**src/core/be_pkg.sv**
```systemverilog
// Purpose: shared constants for the request byte-enable former
// Assumes: dword lengths in units of 4 bytes, length field 10 bits
// Notes:   header byte 7 carries both enable fields
package be_pkg;
  localparam int          LEN_W          = 10;
  localparam int          ADDR_W         = 64;
  localparam int          BE_W           = 4;
  localparam int          HDR_BYTE_BE    = 7;   // header byte with enables
  localparam int          FIRST_LSB      = 0;   // first field bit position
  localparam int          FINAL_LSB      = 4;   // final field bit position
  localparam logic [3:0]  BE_NONE        = 4'h0;
  localparam logic [3:0]  BE_ALL         = 4'hf;
  localparam logic [9:0]  LEN_ONE        = 10'h001;
  localparam logic [9:0]  LEN_TWO        = 10'h002;
  localparam logic [7:0]  HDR_RESET      = 8'h00;
  typedef enum logic [1:0] {
    REQ_MEM_RD,
    REQ_MEM_WR,
    REQ_IO,
    REQ_CFG
  } req_kind_t;
endpackage

```
**src/core/be_former.sv**
```systemverilog
// Purpose: requester-side former of header byte 7 with self check
// Assumes: user supplies start byte address and byte count of request
// Notes:   one request per cycle at most; outputs registered
//          raw headers are checked like formed ones, never formed
`timescale 1ns/100ps
module be_former (
  input  wire logic              ref_clk,
  input  wire logic              rst_n,
  input  wire logic              clk_en,
  input  wire logic              check_enable,
  input  wire logic              req_valid,
  input  wire be_pkg::req_kind_t req_kind,
  input  wire logic [63:0]       req_addr,
  input  wire logic [12:0]       req_bytes,
  input  wire logic              req_flush,
  input  wire logic              req_nonprefetch,
  input  wire logic              processing_hint_flag,
  input  wire logic [7:0]        steering_tag_field,
  input  wire logic [2:0]        service_class_field,
  input  wire logic              raw_valid,
  input  wire logic [7:0]        raw_byte7,
  input  wire logic [9:0]        raw_len,
  input  wire logic              raw_mem,
  output logic                   hdr_valid,
  output logic [7:0]             hdr_byte7,
  output logic [9:0]             hdr_len,
  output logic [61:0]            hdr_dw_addr,
  output logic [2:0]             hdr_class,
  output logic                   hdr_hint,
  output logic                   hdr_discard,
  output logic                   malformed_err,
  output logic [3:0]             impl_first_be,
  output logic [3:0]             impl_final_be
);
  import be_pkg::*;

  ////////////////////////////////////////////////////////////////////
  // forming: enables from address and byte count
  logic [3:0]  first_d;
  logic [3:0]  final_d;
  logic [9:0]  len_d;
  logic [63:0] end_addr;
  logic [13:0] span;
  logic        hint_ok;

  assign end_addr = req_addr + {51'h0, req_bytes} - 64'h1;
  assign span     = {12'h0, req_addr[1:0]} + {1'b0, req_bytes} + 14'h3;
  // hint only on reads where completing all bytes is harmless; a
  // flush or empty request keeps its zero enables, since a hint
  // would imply every byte and so read the target
  assign hint_ok  = processing_hint_flag && (req_kind == REQ_MEM_RD)
                    && !req_nonprefetch
                    && !req_flush && (req_bytes != 13'h0);

  // lengths count partial end words; a count beyond the length
  // field wraps, so callers keep each request within its range
  always_comb begin
    // default: a run from the start byte to the end byte
    len_d   = span[11:2];
    first_d = BE_ALL << req_addr[1:0];
    final_d = BE_ALL >> (2'h3 - end_addr[1:0]);
    if (req_flush || req_bytes == 13'h0) begin
      // zero-length: one dword, nothing enabled, keep caller's address
      len_d   = LEN_ONE;
      first_d = BE_NONE;
      final_d = BE_NONE;
    end else if (len_d == LEN_ONE) begin
      first_d = first_d & final_d;
      final_d = BE_NONE;
    end
    if (hint_ok) begin
      first_d = steering_tag_field[3:0];
      final_d = steering_tag_field[7:4];
    end
  end

  ////////////////////////////////////////////////////////////////////
  // checking: one path for formed requests, one for raw headers
  logic [3:0] chk_first;
  logic [3:0] chk_final;
  logic [9:0] chk_len;
  logic       chk_mem;
  logic       chk_aligned;
  logic       chk_hint;
  logic       first_contig;
  logic       final_contig;
  logic       bad;

  // raw headers give no address, so they count as unaligned
  always_comb begin
    if (raw_valid) begin
      chk_first   = raw_byte7[FIRST_LSB +: BE_W];
      chk_final   = raw_byte7[FINAL_LSB +: BE_W];
      chk_len     = raw_len;
      chk_mem     = raw_mem;
      chk_aligned = 1'b0;
      chk_hint    = 1'b0;
    end else begin
      chk_first   = first_d;
      chk_final   = final_d;
      chk_len     = len_d;
      chk_mem     = (req_kind == REQ_MEM_RD) || (req_kind == REQ_MEM_WR);
      chk_aligned = (req_addr[2] == 1'b0);
      chk_hint    = hint_ok;
    end
  end

  be_contig u_first (
    .be          (chk_first),
    .toward_high (1'b1),
    .ok          (first_contig)
  );

  be_contig u_final (
    .be          (chk_final),
    .toward_high (1'b0),
    .ok          (final_contig)
  );

  // each check stands alone; hint headers carry tags, not enables
  logic multi_dw;
  logic sparse_ok;
  logic viol_final_one;
  logic viol_first_empty;
  logic viol_final_empty;
  logic viol_contig;

  // a one-dword request never uses the final field
  assign multi_dw         = (chk_len != LEN_ONE);
  // aligned two-dword memory requests may be sparse in both fields
  assign sparse_ok        = chk_mem && (chk_len == LEN_TWO) && chk_aligned;
  assign viol_final_one   = !multi_dw && (chk_final != BE_NONE);
  assign viol_first_empty = multi_dw && (chk_first == BE_NONE);
  assign viol_final_empty = multi_dw && (chk_final == BE_NONE);
  // other multi-dword requests (not aligned two-dword memory): runs must touch the interior
  assign viol_contig      = multi_dw && !sparse_ok
                            && !(first_contig && final_contig);

  always_comb begin
    bad = 1'b0;
    if (!chk_hint) begin
      bad = viol_final_one || viol_first_empty || viol_final_empty
            || viol_contig;
    end
  end

  ////////////////////////////////////////////////////////////////////
  // header output register
  logic take;
  // a raw header wins over a formed request in the same cycle
  assign take = req_valid || raw_valid;

  always_ff @(posedge ref_clk or negedge rst_n) begin
    if (!rst_n) begin
      hdr_valid   <= 1'b0;
      hdr_byte7   <= HDR_RESET;
      hdr_len     <= 10'h0;
      hdr_dw_addr <= 62'h0;
      hdr_class   <= 3'h0;
      hdr_hint    <= 1'b0;
    end else if (clk_en) begin
      hdr_valid <= take;
      if (take) begin
        hdr_byte7   <= {chk_final, chk_first};
        hdr_len     <= chk_len;
        hdr_dw_addr <= req_addr[63:2];
        hdr_class   <= service_class_field;
        hdr_hint    <= chk_hint;
      end
    end
  end

  // malformed pulse and discard mark, only when checking is on
  // the pulse stands one cycle; the discard mark stays with the header
  always_ff @(posedge ref_clk or negedge rst_n) begin
    if (!rst_n) begin
      malformed_err <= 1'b0;
      hdr_discard   <= 1'b0;
    end else if (clk_en) begin
      malformed_err <= take && check_enable && bad;
      if (take) begin
        hdr_discard <= check_enable && bad;
      end
    end
  end

  ////////////////////////////////////////////////////////////////////
  // enables a completer must honour, implied for hint reads
  always_ff @(posedge ref_clk or negedge rst_n) begin
    if (!rst_n) begin
      impl_first_be <= BE_NONE;
      impl_final_be <= BE_NONE;
    end else if (clk_en && take) begin
      if (chk_hint) begin
        impl_first_be <= BE_ALL;
        impl_final_be <= (chk_len == LEN_ONE) ? BE_NONE : BE_ALL;
      end else begin
        // plain requests pass their own enables straight through
        impl_first_be <= chk_first;
        impl_final_be <= chk_final;
      end
    end
  end
endmodule // be_former

```
**src/core/be_contig.sv**
```systemverilog
// Purpose: contiguity test of one 4-bit enable field
// Assumes: purely combinational
// Notes:   toward_high: the set bits must reach bit 3 (first dword);
//          otherwise they must reach bit 0 (final dword)
`timescale 1ns/100ps
module be_contig (
  input  wire logic [3:0] be,
  input  wire logic       toward_high,
  output logic            ok
);
  import be_pkg::*;

  // legal patterns are a solid run touching the interior edge
  always_comb begin
    if (toward_high) begin
      ok = (be == 4'h8) || (be == 4'hc) || (be == 4'he) || (be == 4'hf);
    end else begin
      ok = (be == 4'h1) || (be == 4'h3) || (be == 4'h7) || (be == 4'hf);
    end
  end
endmodule // be_contig

```
**config.mk**
```make
export PLATFORM = sky130hd
export DESIGN_NAME = be_former
export DESIGN_NICKNAME = d
export VERILOG_FILES = /design/src/core/be_pkg.sv /design/src/core/be_former.sv /design/src/core/be_contig.sv
export SDC_FILE = /design/constraint.sdc
export NUM_CORES = 1
export LEC_CHECK = 0
export BUFFER_PORTS_ARGS = -buffer_cell sky130_fd_sc_hd__buf_2
export CAP_MARGIN = 20
export CORE_MARGIN = 2
export CORE_UTILIZATION = 41
export DETAILED_ROUTE_END_ITERATION = 12
export PLACE_DENSITY = 0.76
export SETUP_SLACK_MARGIN = 0.02
export SLEW_MARGIN = 20
export SYNTH_ARGS = -nofsm -noshare
export SYNTH_HDL_FRONTEND = slang
export SYNTH_SLANG_ARGS = --single-unit
```
**constraint.sdc**
```tcl
create_clock -name ref_clk -period 0.85 [get_ports ref_clk]
set_input_delay 0.085 -clock ref_clk [delete_from_list [all_inputs] [get_ports ref_clk]]
set_output_delay 0.085 -clock ref_clk [all_outputs]
set_load 0.01 [all_outputs]
```
==> qor.yml <==
timing:
  worst_pin_slew_ps: 702.4
  final-hold-violation-count: 0
  finalMaxSlewViolations: 0
  clock_skew_ps: 0
  whs_ps: 78.43
  fmax_mhz: 362.4
  fin_crit_ps: 2760
  setup_slack_ps: -1910
  slew_headroom: 0.5279
  setup_viol: 187
  grt_setup_unrepaired: "true"
  final.period_utilization: 3.247
cts:
  worstSkewPairLatency_ps: 340
  cts_buffers: 9
  path_clk_slew_ps: 70
  cts_tree: "built"
  htree_levels: 3
  clockBufferDepth: 2
  root_buffer: "clkbuf_16"
  cts_sinks: 95
worst_setup_path:
  slowest_stage: "or4_4"
  worstPathCellList: "buf_8 > inv_8 > ha_4 > inv_4 > ha_4 > inv_2 > fa_2 > nand3b_4 > or4_4 > a22oi_4 > o211ai_4 > buf_4 > buf_6 > nand3_2 > o221a_1 > a211oi_2 > a21o_1"
  required_ps: 1080
  slowest_delay_ps: 550
  crit_top_cell: "ha_4"
  arrival_ps: 2990
  cp-start-kind: "input pin"
  critPathKind: "input pin to flip-flop"
  crit_fanout: 4
  endpoint_kind: "flip-flop"
yosys:
  synth-warning-count: 0
  ys_types: 64
  syn_inst: 561
  synth_nets: 684
  synth_edf_count: 0
  yosys_most_used_dff: "dfrtp_1"
  syn_avg_cell_area_um2: 8.442
  ys_seq_area_frac: 0.5020
  ys_ff_latch: 95
  netlist_area_mm2: 0.004736
  async_flop_share: 1.000
drt:
  dr_total_vias: 7205
  dr_wl_met3_mm: 3.083
  post_drt_wl_per_cell_um: 24.38
  met1_length_mm: 9.639
  route.detailed.drc: 0
  drt_wl_total_mm: 29.16
  highest_layer: "met4"
  dr.pass1.iters: 6
  routed_via_density: 6.024
  dr_wl_met2_mm: 13.62
  drtIter0Drc: 768
  final_antenna_net_count: 0
pwr:
  power_uw: 15450
  p_leak_uw: 0.005286
  ir_drop_uv: 1140
  power_density_mw_per_mm2: 1512
place:
  port_buffers: 211
  hpwl_mm: 11.45
  dpl.cell_count: 982
  pre_cts_ws_ps: -2280
  finalWeightedCongestion: 0.9257
layout:
  stdcell_count: 1196
  fin_nets: 1171
  drive_above_1_share: 0.6283
  syn_to_final_growth_pct: 115.7
outcome:
  status: "complete, but fails checks"
  violations: "setup timing"
global_routing:
  overflow: 0
  grt_max_degree: 43
  antenna_found_initial: 1
  track_usage: 0.3172
  grt_pass1_wl_mm: 31.46
  grt_pass1_vias: 6333
die:
  core_mm2: 0.01132
  die_x_um: 111.5
  dieHeight_um: 111.5
  rows: 39
  io_pins: 213
  dieArea_mm2: 0.01243
  start_util: 0.4183
flow_run:
  drv_cap: 0
worst_hold_path:
  hp-class: "input pin to flip-flop"
power by group:
group	internal, uW	switching [uW]
combinational	3100	3040
clock	1980	1780
sequential	5070	487
total	10100	5300
critical path: cells and delay by family:
| family | cells | cell delay (ps) |
|---|---|---|
| buffers and inverters | 6 | 510 |
| adders and majority gates | 3 | 700 |
| AOI/OAI and AO/OA | 5 | 880 |
| and+or+nand+nor | 3 | 800 |
state kept, by name (all words and copies together) (netlist names):
register / cells
malformed_err: 1
hdr_class: 3
hdr_discard: 1
hdr_hint: 1
hdr_byte7: 8
hdr_len: 10
impl_final_be: 4
hdr_dw_addr: 62
impl_first_be: 4
hdr_valid: 1
stage by stage:
stage	utilization	cell area, um^2	setup TNS (ps)
final	0.9023	10210	-56150
after global routing	0.9023	10210	-60010
after CTS	0.7848	8885	-45050
after detailed placement	0.6004	6797	-77240
after global placement	0.6004	6797	-73620
after floorplan	-	5014	-47760
logic make-up after synthesis:
| kind of cell | count (synthesis) | synth area share |
|---|---|---|
| compound gates | 85 | 0.1316 |
| simple gates | 312 | 0.2803 |
| mux | 1 | 0.002114 |
| fa+ha+maj | 5 | 0.01480 |
| buf+inv | 50 | 0.04518 |
| xor+xnor | 13 | 0.02404 |
| flops | 95 | 0.5020 |
synth_stat cells, drive strengths merged (2+ instances only):
master | instances | share of area
a211oi | 5 | 0.0090
a21o | 3 | 0.0048
a21oi | 15 | 0.017
a221oi | 3 | 0.0055
a22o | 2 | 0.0037
a31oi | 2 | 0.0026
and2 | 2 | 0.0026
buf | 9 | 0.013
clkbuf | 25 | 0.020
dfrtp | 95 | 0.50
ha | 4 | 0.011
inv | 16 | 0.013
nand2 | 231 | 0.18
nand2b | 2 | 0.0026
nand3 | 8 | 0.0085
nand3b | 2 | 0.0058
nand4 | 7 | 0.011
nor2 | 30 | 0.024
nor2b | 2 | 0.0026
nor3 | 11 | 0.012
nor4 | 5 | 0.0066
nor4b | 3 | 0.0069
o211ai | 6 | 0.012
o21a | 5 | 0.0079
o21ai | 23 | 0.024
o221ai | 2 | 0.0050
o22ai | 2 | 0.0026
o311ai | 2 | 0.0037
o31ai | 2 | 0.0032
or2 | 3 | 0.0040
or4 | 2 | 0.0040
xnor2 | 6 | 0.011
xor2 | 7 | 0.013
layer usage:
layer / up-vias / global-route usage
met5: - / 0
met4: 0 / 0.1531
met3: 281 / 0.05770
met2: 701 / 0.5980
met1: 3376 / 0.3407
li1: 2847 / -
placed cells by master (no fill, tap or decap), drive strengths merged, types with 8 or more instances in the layout:
cell type | synthesis | routed
buf | 9 | 440
clkbuf | 25 | 17
nand2 | 231 | 231
dlygate4sd3 | 0 | 65
dfrtp | 95 | 95
nand3 | 8 | 8
nor2 | 30 | 30
nor3 | 11 | 11
a21oi | 15 | 15
o21ai | 23 | 23
inv | 16 | 16
worst paths after layout:
check / from / to / slack [ps] / cells past startpoint
max in group asynchronous: rst_n / hdr_dw_addr[49]$_DFFE_PN0P_ / 190 / 3
worst max register to register: hdr_len[5]$_DFFE_PN0P_ / hdr_len[5]$_DFFE_PN0P_ / -140 / 4
min in group asynchronous: rst_n / hdr_valid$_DFFE_PN0P_ / 190 / 2
worst min register to register: hdr_dw_addr[26]$_DFFE_PN0P_ / hdr_dw_addr[26]$_DFFE_PN0P_ / 530 / 2
worst max-delay path: req_addr[1] / impl_final_be[3]$_DFFE_PN0P_ / -1910 / 17
worst min-delay path: clk_en / hdr_valid$_DFFE_PN0P_ / 80 / 2
what timing repair did:
action,CTS,global route
setup buffers,56,71
pin swaps,74,131
endpoints found under the hold margin,159,0
cloned,7,7
gates resized for setup,142,211
hold buffers,65,0
endpoints found under the setup margin,189,189
cell type report:
cell class | instances | area (um^2)
inverter | 16 | 82.58
clock inverter | 3 | 21.27
clock buffer | 12 | 236.5
fill | 371 | 1106
tap | 143 | 178.9
timing repair buffer | 510 | 4155
antenna | 1 | 2.502
multi-input combinational | 416 | 3161
sequential | 95 | 2377
Power figures use the tool's default switching activity.
